$ cat src/core/cgu_pkg.sv
/*
 * cgu_pkg: register map, field layouts, reset values and carrier types of the
 * clock generator unit. Assumes 32-bit AXI4-Lite data and 8-bit registers.
 */
package cgu_pkg;

  // register indices; byte address is four times the index
  localparam logic [15:0] IDX_SRC = 16'h5060;
  localparam logic [15:0] IDX_CTL = 16'h5061;
  localparam logic [15:0] IDX_OUT_A = 16'h5064;
  localparam logic [15:0] IDX_OUT_B = 16'h5065;
  localparam logic [15:0] IDX_WAIT = 16'h507D;
  localparam logic [15:0] IDX_PCLK = 16'h5080;
  localparam logic [15:0] IDX_CORE_CLOCK = 16'h5081;

  // reset values
  localparam logic [7:0] RST_SRC = 8'h10;
  localparam logic [7:0] RST_CTL = 8'h04;
  localparam logic [7:0] RST_OUT = 8'h00;
  localparam logic [7:0] RST_WAIT = 8'h00;
  localparam logic [7:0] RST_PCLK = 8'h03;
  localparam logic [7:0] RST_CORE_CLOCK = 8'h00;

  // read masks: reserved positions read zero
  localparam logic [7:0] MASK_SRC = 8'hD3;
  localparam logic [7:0] MASK_CTL = 8'h07;
  localparam logic [7:0] MASK_OUT = 8'h7D;
  localparam logic [7:0] MASK_PCLK = 8'h03;

  // source codes, shared by system clock and output channels
  localparam logic [1:0] SRC_INT = 2'h0;
  localparam logic [1:0] SRC_LOW = 2'h1;
  localparam logic [1:0] SRC_EXT = 2'h2;
  localparam logic [1:0] SRC_RSV = 2'h3;
  localparam logic [1:0] GATE_ON = 2'h3;
  localparam logic [1:0] GATE_OFF = 2'h0;

  localparam logic [1:0] RESP_OKAY = 2'h0;
  localparam logic [1:0] RESP_SLVERR = 2'h2;

  typedef struct packed {
    logic [1:0] int_freq;
    logic rsv5;
    logic low_sel;
    logic [1:0] rsv3_2;
    logic [1:0] sys_src;
  } cgu_src_t;

  typedef struct packed {
    logic [4:0] rsv;
    logic int_en;
    logic low_en;
    logic ext_en;
  } cgu_ctl_t;

  typedef struct packed {
    logic rsv7;
    logic [2:0] div;
    logic [1:0] src;
    logic rsv1;
    logic en;
  } cgu_out_ctl_t;

  typedef struct packed {
    cgu_src_t src;
    cgu_ctl_t ctl;
    cgu_out_ctl_t out_a;
    cgu_out_ctl_t out_b;
    logic [7:0] wait_ctl;
    logic [7:0] pclk;
    logic [7:0] core_clock;
    logic awrdy;
    logic wrdy;
    logic arrdy;
    logic bvalid;
    logic [1:0] bresp;
    logic rvalid;
    logic [1:0] rresp;
    logic [31:0] rdata;
    logic [15:0] widx;
    logic [7:0] wdata;
    logic wlane;
    logic pclk_out;
  } cgu_top_st_t;

  // picks an oscillator bit by source code; vec is {ext, low, int}
  function automatic logic cgu_pick(input logic [2:0] vec, input logic [1:0] code);
    case (code)
      SRC_INT: cgu_pick = vec[0];
      SRC_LOW: cgu_pick = vec[1];
      SRC_EXT: cgu_pick = vec[2];
      default: cgu_pick = 1'b0;
    endcase
  endfunction : cgu_pick

endpackage : cgu_pkg

$ cat src/core/cgu_fout.sv
/*
 * cgu_fout: one divided clock output channel.
 * Assumes oscillator levels arrive sampled, synchronous to clk_i.
 */
`timescale 1ns/100ps
module cgu_fout
  import cgu_pkg::*;
#(
  parameter int CNT_W = 7
) (
  // clock and reset
  input wire logic clk_i,
  input wire logic rst_n_i,
  // oscillators, {ext, low, int}
  input wire logic [2:0] osc_lvl_i,
  input wire logic [2:0] osc_rdy_i,
  // channel control
  input wire cgu_out_ctl_t ctl_i,
  // pin
  output logic clk_o
);

  typedef struct packed {
    logic prev;
    logic [CNT_W-1:0] cnt;
    logic out;
  } cgu_fout_st_t;

  cgu_fout_st_t q, d;
  logic cur;
  logic rise;
  logic divided;

  always_comb begin
    d = q;
    cur = cgu_pick(osc_lvl_i, ctl_i.src);
    rise = cur & ~q.prev;
    d.prev = cur;
    // free-running, cleared only by reset: enable does not resync it
    if (rise) begin
      d.cnt = q.cnt + 1'b1;
    end
    if (ctl_i.div == 3'h0) begin
      divided = cur;
    end else begin
      divided = q.cnt[ctl_i.div - 3'h1];
    end
    // enable gates level directly, so edges may be cut short
    d.out = ctl_i.en & cgu_pick(osc_rdy_i, ctl_i.src) & divided;
  end

  always_ff @(posedge clk_i or negedge rst_n_i) begin
    if (!rst_n_i) begin
      q <= '0;
    end else begin
      q <= d;
    end
  end

  assign clk_o = q.out;
endmodule : cgu_fout

$ cat src/core/cgu_top.sv
/*
 * cgu_top: clock generator unit register file, peripheral clock gate and two
 * divided clock outputs, reached over AXI4-Lite.
 * Assumes oscillator levels and ready flags are synchronous to MCLK_I.
 */
// Function
// peripheral clock is the system clock, unmodified, only gated.
// gate field 0x3 runs peripheral clock, 0x0 stops it; resets to 0x3.
// software never writes 0x2 or 0x1 to the gate field.
// software keeps peripheral clock on while its modules must run.
// software keeps low-speed oscillator on for timers and watchdog.
// two identical output channels, each with source, divider and enable.
// channel source: 0 internal, 1 low-speed, 2 external; resets 0.
// channel divider divides by two to the field value; resets 0.
// enable bit drives divided clock onto pin; clear stops; resets 0.
// enable is not synchronised, first or last pulse may be cut.
// output starts only after selected oscillator is stable.
// software selects clock output pin function in the port block.
// registers at indices 5060, 5061, 5064, 5065, 507D, 5080, 5081.
// software writes reserved bits zero; reserved source bits read zero.
// source bits 7:6 set internal oscillator frequency; resets 0.
// source bits 1:0 select system clock; 3 reserved; resets 0.
// source bit 4 selects low-speed source; 1 second, resets 1.
// system source write ignored if named oscillator is not enabled.
// oscillator selected as system clock cannot be disabled.
// channel divider is free-running counter; pin low while disabled.
// registers 8 bits, written synchronously, default on reset.
`timescale 1ns/100ps
module cgu_top
  import cgu_pkg::*;
#(
  parameter int ADDR_W = 18
) (
  // clock and reset
  input wire logic MCLK_I,
  input wire logic RST_N_I,
  // axi4-lite write address
  input wire logic [ADDR_W-1:0] S_AXI_AWADDR_I,
  input wire logic S_AXI_AWVALID_I,
  output logic S_AXI_AWREADY_O,
  // axi4-lite write data
  input wire logic [31:0] S_AXI_WDATA_I,
  input wire logic [3:0] S_AXI_WSTRB_I,
  input wire logic S_AXI_WVALID_I,
  output logic S_AXI_WREADY_O,
  // axi4-lite write response
  output logic [1:0] S_AXI_BRESP_O,
  output logic S_AXI_BVALID_O,
  input wire logic S_AXI_BREADY_I,
  // axi4-lite read
  input wire logic [ADDR_W-1:0] S_AXI_ARADDR_I,
  input wire logic S_AXI_ARVALID_I,
  output logic S_AXI_ARREADY_O,
  output logic [31:0] S_AXI_RDATA_O,
  output logic [1:0] S_AXI_RRESP_O,
  output logic S_AXI_RVALID_O,
  input wire logic S_AXI_RREADY_I,
  // oscillators, {ext, low, int}
  input wire logic [2:0] OSC_LVL_I,
  input wire logic [2:0] OSC_RDY_I,
  // oscillator and clock tree control
  output logic [2:0] OSC_EN_O,
  output logic [1:0] SYS_SRC_O,
  output logic [1:0] INT_FREQ_O,
  output logic LOW_SRC_O,
  output logic [7:0] WAIT_CTL_O,
  output logic [7:0] CORE_GEAR_O,
  // clocks out
  output logic PCLK_O,
  output logic CLK_OUT_A_O,
  output logic CLK_OUT_B_O
);

  function automatic logic [15:0] reg_idx(input logic [ADDR_W-1:0] addr);
    reg_idx = 16'(addr[ADDR_W-1:2]);
  endfunction : reg_idx

  // enables rearranged into {ext, low, int} order
  function automatic logic [2:0] en_vec(input cgu_ctl_t c);
    en_vec = {c.ext_en, c.low_en, c.int_en};
  endfunction : en_vec

  cgu_top_st_t q, d;
  logic aw_hs;
  logic w_hs;
  logic ar_hs;
  logic commit;
  logic wr_src;
  logic sys_lvl;
  logic [2:0] keep_en;
  logic [7:0] rval;
  logic rhit;
  logic [15:0] ridx;

  assign aw_hs = S_AXI_AWVALID_I & q.awrdy;
  assign w_hs = S_AXI_WVALID_I & q.wrdy;
  assign ar_hs = S_AXI_ARVALID_I & q.arrdy;
  // both halves held and no response pending: apply the write now
  assign commit = ~q.awrdy & ~q.wrdy & ~q.bvalid;
  assign wr_src = commit & q.wlane & (q.widx == IDX_SRC);
  assign sys_lvl = cgu_pick(OSC_LVL_I, q.src.sys_src);

  always_comb begin
    d = q;
    ridx = reg_idx(S_AXI_ARADDR_I);
    keep_en = 3'h0;
    rval = 8'h00;
    rhit = 1'b1;

    // write channel capture, either order
    if (aw_hs) begin
      d.awrdy = 1'b0;
      d.widx = reg_idx(S_AXI_AWADDR_I);
    end
    if (w_hs) begin
      d.wrdy = 1'b0;
      d.wdata = S_AXI_WDATA_I[7:0];
      d.wlane = S_AXI_WSTRB_I[0];
    end

    if (commit) begin
      d.bvalid = 1'b1;
      d.bresp = RESP_OKAY;
      // a write without lane 0 strobe is answered but changes nothing
      case (q.widx)
        IDX_SRC: begin
          if (q.wlane) begin
            d.src.int_freq = q.wdata[7:6];
            d.src.low_sel = q.wdata[4];
            // refused unless the target oscillator is enabled
            if (cgu_pick(en_vec(q.ctl), q.wdata[1:0])) begin
              d.src.sys_src = q.wdata[1:0];
            end
          end
        end
        IDX_CTL: begin
          case (q.src.sys_src)
            SRC_INT: keep_en = 3'h4;
            SRC_LOW: keep_en = 3'h2;
            SRC_EXT: keep_en = 3'h1;
            default: keep_en = 3'h0;
          endcase
          if (q.wlane) begin
            d.ctl = cgu_ctl_t'(q.wdata & MASK_CTL);
            d.ctl[2:0] = q.wdata[2:0] | keep_en;
          end
        end
        IDX_OUT_A: begin
          if (q.wlane) begin
            d.out_a = cgu_out_ctl_t'(q.wdata & MASK_OUT);
          end
        end
        IDX_OUT_B: begin
          if (q.wlane) begin
            d.out_b = cgu_out_ctl_t'(q.wdata & MASK_OUT);
          end
        end
        IDX_WAIT: begin
          if (q.wlane) begin
            d.wait_ctl = q.wdata;
          end
        end
        IDX_PCLK: begin
          if (q.wlane) begin
            d.pclk = q.wdata & MASK_PCLK;
          end
        end
        IDX_CORE_CLOCK: begin
          if (q.wlane) begin
            d.core_clock = q.wdata;
          end
        end
        default: begin
          d.bresp = RESP_SLVERR;
        end
      endcase
    end
    if (q.bvalid & S_AXI_BREADY_I) begin
      d.bvalid = 1'b0;
      d.awrdy = 1'b1;
      d.wrdy = 1'b1;
    end

    // read decode
    case (ridx)
      IDX_SRC: rval = q.src & MASK_SRC;
      IDX_CTL: rval = q.ctl & MASK_CTL;
      IDX_OUT_A: rval = q.out_a & MASK_OUT;
      IDX_OUT_B: rval = q.out_b & MASK_OUT;
      IDX_WAIT: rval = q.wait_ctl;
      IDX_PCLK: rval = q.pclk & MASK_PCLK;
      IDX_CORE_CLOCK: rval = q.core_clock;
      default: rhit = 1'b0;
    endcase
    if (ar_hs) begin
      d.arrdy = 1'b0;
      d.rvalid = 1'b1;
      d.rdata = {24'h000000, rval};
      d.rresp = rhit ? RESP_OKAY : RESP_SLVERR;
    end
    if (q.rvalid & S_AXI_RREADY_I) begin
      d.rvalid = 1'b0;
      d.arrdy = 1'b1;
    end

    // undivided system clock; codes 1 and 2 also stop it
    d.pclk_out = sys_lvl & (q.pclk[1:0] == GATE_ON);
  end

  always_ff @(posedge MCLK_I or negedge RST_N_I) begin
    if (!RST_N_I) begin
      q <= '0;
      q.src <= cgu_src_t'(RST_SRC);
      q.ctl <= cgu_ctl_t'(RST_CTL);
      q.out_a <= cgu_out_ctl_t'(RST_OUT);
      q.out_b <= cgu_out_ctl_t'(RST_OUT);
      q.wait_ctl <= RST_WAIT;
      q.pclk <= RST_PCLK;
      q.core_clock <= RST_CORE_CLOCK;
      q.awrdy <= 1'b1;
      q.wrdy <= 1'b1;
      q.arrdy <= 1'b1;
    end else begin
      q <= d;
    end
  end

  // output channels
  cgu_fout u_out_a (
    .clk_i(MCLK_I),
    .rst_n_i(RST_N_I),
    .osc_lvl_i(OSC_LVL_I),
    .osc_rdy_i(OSC_RDY_I),
    .ctl_i(q.out_a),
    .clk_o(CLK_OUT_A_O)
  );

  cgu_fout u_out_b (
    .clk_i(MCLK_I),
    .rst_n_i(RST_N_I),
    .osc_lvl_i(OSC_LVL_I),
    .osc_rdy_i(OSC_RDY_I),
    .ctl_i(q.out_b),
    .clk_o(CLK_OUT_B_O)
  );

  assign S_AXI_AWREADY_O = q.awrdy;
  assign S_AXI_WREADY_O = q.wrdy;
  assign S_AXI_BVALID_O = q.bvalid;
  assign S_AXI_BRESP_O = q.bresp;
  assign S_AXI_ARREADY_O = q.arrdy;
  assign S_AXI_RVALID_O = q.rvalid;
  assign S_AXI_RDATA_O = q.rdata;
  assign S_AXI_RRESP_O = q.rresp;
  assign OSC_EN_O = q.ctl[2:0];
  assign SYS_SRC_O = q.src.sys_src;
  assign INT_FREQ_O = q.src.int_freq;
  assign LOW_SRC_O = q.src.low_sel;
  assign WAIT_CTL_O = q.wait_ctl;
  assign CORE_GEAR_O = q.core_clock;
  assign PCLK_O = q.pclk_out;
endmodule : cgu_top

$ cat config.mk
export PLATFORM = sky130hd
export DESIGN_NAME = cgu_top
export DESIGN_NICKNAME = d
export VERILOG_FILES = /design/src/core/cgu_pkg.sv /design/src/core/cgu_fout.sv /design/src/core/cgu_top.sv
export SDC_FILE = /design/constraint.sdc
export NUM_CORES = 1
export LEC_CHECK = 0
export CAP_MARGIN = 10
export CORE_MARGIN = 2
export CORE_UTILIZATION = 50
export CTS_BUF_LIST = sky130_fd_sc_hd__clkbuf_4 sky130_fd_sc_hd__clkbuf_8 sky130_fd_sc_hd__clkbuf_16
export CTS_CLUSTER_DIAMETER = 40
export DETAILED_ROUTE_END_ITERATION = 10
export DONT_BUFFER_PORTS = 1
export SYNTH_ARGS = -nofsm -noshare
export SYNTH_HDL_FRONTEND = slang
export SYNTH_SLANG_ARGS = --single-unit
$ cat constraint.sdc
create_clock -name MCLK_I -period 5.75 [get_ports MCLK_I]
set_input_delay 0.2875 -clock MCLK_I [delete_from_list [all_inputs] [get_ports MCLK_I]]
set_output_delay 0.2875 -clock MCLK_I [all_outputs]
set_load 0.005 [all_outputs]
==> results by group <==
STA
  – Clock Skews: between 0.01 and 0.015 ns
  – Period utilization: between 40% and 50%
  – Setup_tns: 0 ns
  – Final Setup Violations: 0
  – Unrepaired setup endpoints after global routing: no
  – Worst Max-Slew Pin Slew: 0.7179 ns
  – Slew Limit Fails: 0
  – Final hold violation count: 0
  – Fmax: roughly 0.41 GHz
  – Rel. slew slack: just over 50%
  – Tmin final: around 2.4 ns

Placed design
  – Placed cells: between 500 and 600
  – Buffers on Ports: 0
  – Placed Area: a little under 5000 µm²
  – RePlAce Congestion: between 0.8 and 0.9
  – DP Wirelength: roughly 8100 µm

Die
  – Initial Util: roughly 52%
  – Die width: 104.7 µm
  – Core ar.: roughly 9800 µm²
  – Std-Cell Rows: 36
  – Die height: between 100 and 150 µm
  – # IOs: between 150 and 200
  – Die area: around 11000 µm²

GRT
  – First-pass GRT wire length: 17510 µm
  – Vias in the first global route: around 3200
  – Initial antenna violation count: 0
  – Total gr overflow: 0
  – Pin count of the biggest net entering global routing: a little under 100
  – Overall Global Routing Usage: between 20% and 30%

Worst setup path
  – Reg2Reg Depth: 5
  – Largest fanout on the critical path: 6
  – Reg-to-reg startpoint: q[23]
  – CP endpoint kind: register
  – Arr. time, crit path: roughly 2.7 ns
  – R2R Setup Slk: about 3.3 ns
  – Crit path kind: register to register
  – Req. time, crit path: roughly 6.0 ns
  – Startpoint types: register
  – RR Endpoint: q[97]

Yosys
  – Top post-synthesis cells by area: dfrtp_1, mux2_2, buf_4, dfstp_2, mux2i_1
  – Area share of the largest cell type after synthesis: 44.43%
  – Asr flop ratio synth: 100.0%
  – Post-synthesis cell type count: 55
  – Cell area after synthesis: ~5000 µm²
  – Post-Synthesis Cells: approximately 450
  – Part of the Yosys area used for sequential elements: between 40% and 50%
  – Post-Syn Area per Cell: 11.39 µm²
  – Cell with the most instances after synthesis: dfrtp_1
  – Post-synth top area cell: dfrtp_1
  – Synth cell count leaders: dfrtp_1, mux2_2, buf_4, nand2_1, nor2_1
  – #FFs+latches synth: 97
  – Ys flop type: dfrtp_1
  – EDFF count, synth: 0
  – Syn. warnings: 0

Min path
  – HP Start: S_AXI_RREADY_I
  – Hold EP: S_AXI_ARREADY_O
  – Hold Path Cell Cnt: 2
  – Min-Delay Path Class: primary input to register

Final layout
  – Fin cells: ~560
  – Share of cells above drive strength 1: ~22%
  – Area grow syn2layout: 1.555%
  – Antenna Cells: 0
  – Layout Nets: around 510
  – Final non-filler cell area: ~5000 µm²

CTS
  – CTS tree: yes
  – Skew-Pair Late Insertion Delay: between 0.3 and 0.4 ns
  – Postcts setup bufs: 0
  – CTS H-Tree Depth: 3
  – Root buffer cell: clkbuf_8
  – Clock-pin slew of the registers on the worst-case setup and hold paths: around 0.10 ns
  – CTS sink count: between 90 and 100
  – CTS Buf Count: 9
  – Post-CTS Resized: 0
  – Max clock buf depth: 2

Power
  – Pwr dens: approximately 360 nW/µm²
  – Final total power: approximately 1.9 mW
  – Worst vdd ir: between 0.0002 and 0.00025 V
  – Lkg Pwr: 2.175 nW

Run status
  – Status: complete, no violations

Detailed routing
  – Vias per inst: between 5 and 6
  – Vias: roughly 3200
  – 1st-pass router iterations: 4
  – Detailed Route WL: ~11000 µm
  – Detailed-route wire length per cell: between 15 and 20 µm
  – DRT iter0 DRCs: 129
  – Routed Antenna Nets: 0
  – DRC Markers: 0

Flow run
  – Max Cap Viol: 0
==> final cells by class <==
cell class              count  area, µm²
clock buffers              10      137.6
clock inverters             6      67.56
fillers                   892       4672
inverters                  13      48.80
multi-input cells         293       2203
flip-flops and latches     97       2436
well taps                 133      166.4
repair buffers              7      87.58
==> placed cells by master, fill, tap and decap left out, types with 8 or more instances in the layout <==
cell	synthesis	layout
mux2i_1	15	15
a21oi_1	10	10
clkbuf_8	0	10
nor2_1	22	22
xnor2_1	8	8
mux2_2	61	61
nand2_1	25	25
inv_1	13	13
o21ai_0	14	14
dfrtp_1	90	90
nand3_1	14	14
conb_1	1	26
==> layer usage <==
| metal | wire length (µm) | part of all wire (%) | track usage, % |
|---|---|---|---|
| met4 | 146 | 1.3 | 5.810 |
| met2 | 5404 | 49 | 34.41 |
| met3 | 735 | 6.6 | 6.176 |
| met1 | 4779 | 43 | 26.21 |
| met5 | 0 | 0 | 0 |
==> worst max-delay path, cell delays in order (launching register included) <==
cell	delay [ns]
dfrtp_1	0.39
nor4bb_1	0.43
and2_0	0.32
nand3_1	0.18
nor2_1	0.59
mux2_2	0.41
==> where the power goes <==
| group | internal [mW] | leakage [nW] | switching [mW] |
|---|---|---|---|
| Sequential | 0.864 | 1.22 | 0.203 |
| Combinational | 0.192 | 0.854 | 0.135 |
| Clock | 0.214 | 0.0985 | 0.247 |
==> sequential cells by signal, summed over array words and instances, names as in the netlist <==
signal	count
q	39
CORE_GEAR_O	8
S_AXI_RDATA_O	8
WAIT_CTL_O	8
u_out_a.q	8
u_out_b.q	8
OSC_EN_O	3
INT_FREQ_O	2
SYS_SRC_O	2
LOW_SRC_O	1
PCLK_O	1
S_AXI_ARREADY_O	1
S_AXI_AWREADY_O	1
S_AXI_BRESP_O	1
S_AXI_BVALID_O	1
S_AXI_RRESP_O	1
S_AXI_RVALID_O	1
S_AXI_WREADY_O	1
u_out_a.clk_o	1
u_out_b.clk_o	1
==> through the flow <==
step | util [%] | hold slack (ns) | setup WS [ns]
6_report | 52.42 | 0.01001 | 3.332
5_1_grt | 52.42 | 0.01721 | 3.188
4_1_cts | 52.42 | 0.005085 | 3.280
3_5_place_dp | 49.44 | -0.004878 | 3.294
3_3_place_gp | 49.44 | -0.005196 | 3.421
2_1_floorplan | - | -0.008091 | 3.728
==> worst max-delay path by stage <==
stage	end	slack, ns	cells past startpoint	start
2_1_floorplan	SYS_SRC_O[0]	3.73	5	S_AXI_WREADY_O
3_3_place_gp	q[91]	3.42	5	q[23]
3_5_place_dp	q[95]	3.29	5	q[23]
4_1_cts	q[96]	3.28	5	q[23]
5_1_grt	q[96]	3.19	5	q[25]
6_report	q[97]	3.33	5	q[23]
==> repair_timing <==
item / CTS / global route
hold endpoints to repair: 102 / 0
endpoints found under the setup margin: 0 / 0
hold buffers: 7 / 0
==> cells by family after synthesis <==
kind of cell	after synthesis	synth area share [%]
xor+xnor	12	2.074
compound gates	56	7.579
other cells	1	0.07398
mux	80	18.00
flops	97	48.06
fa+ha+maj	6	1.481
buf+inv	80	10.32
simple gates	113	12.42
(Power assumes the default switching activity.)
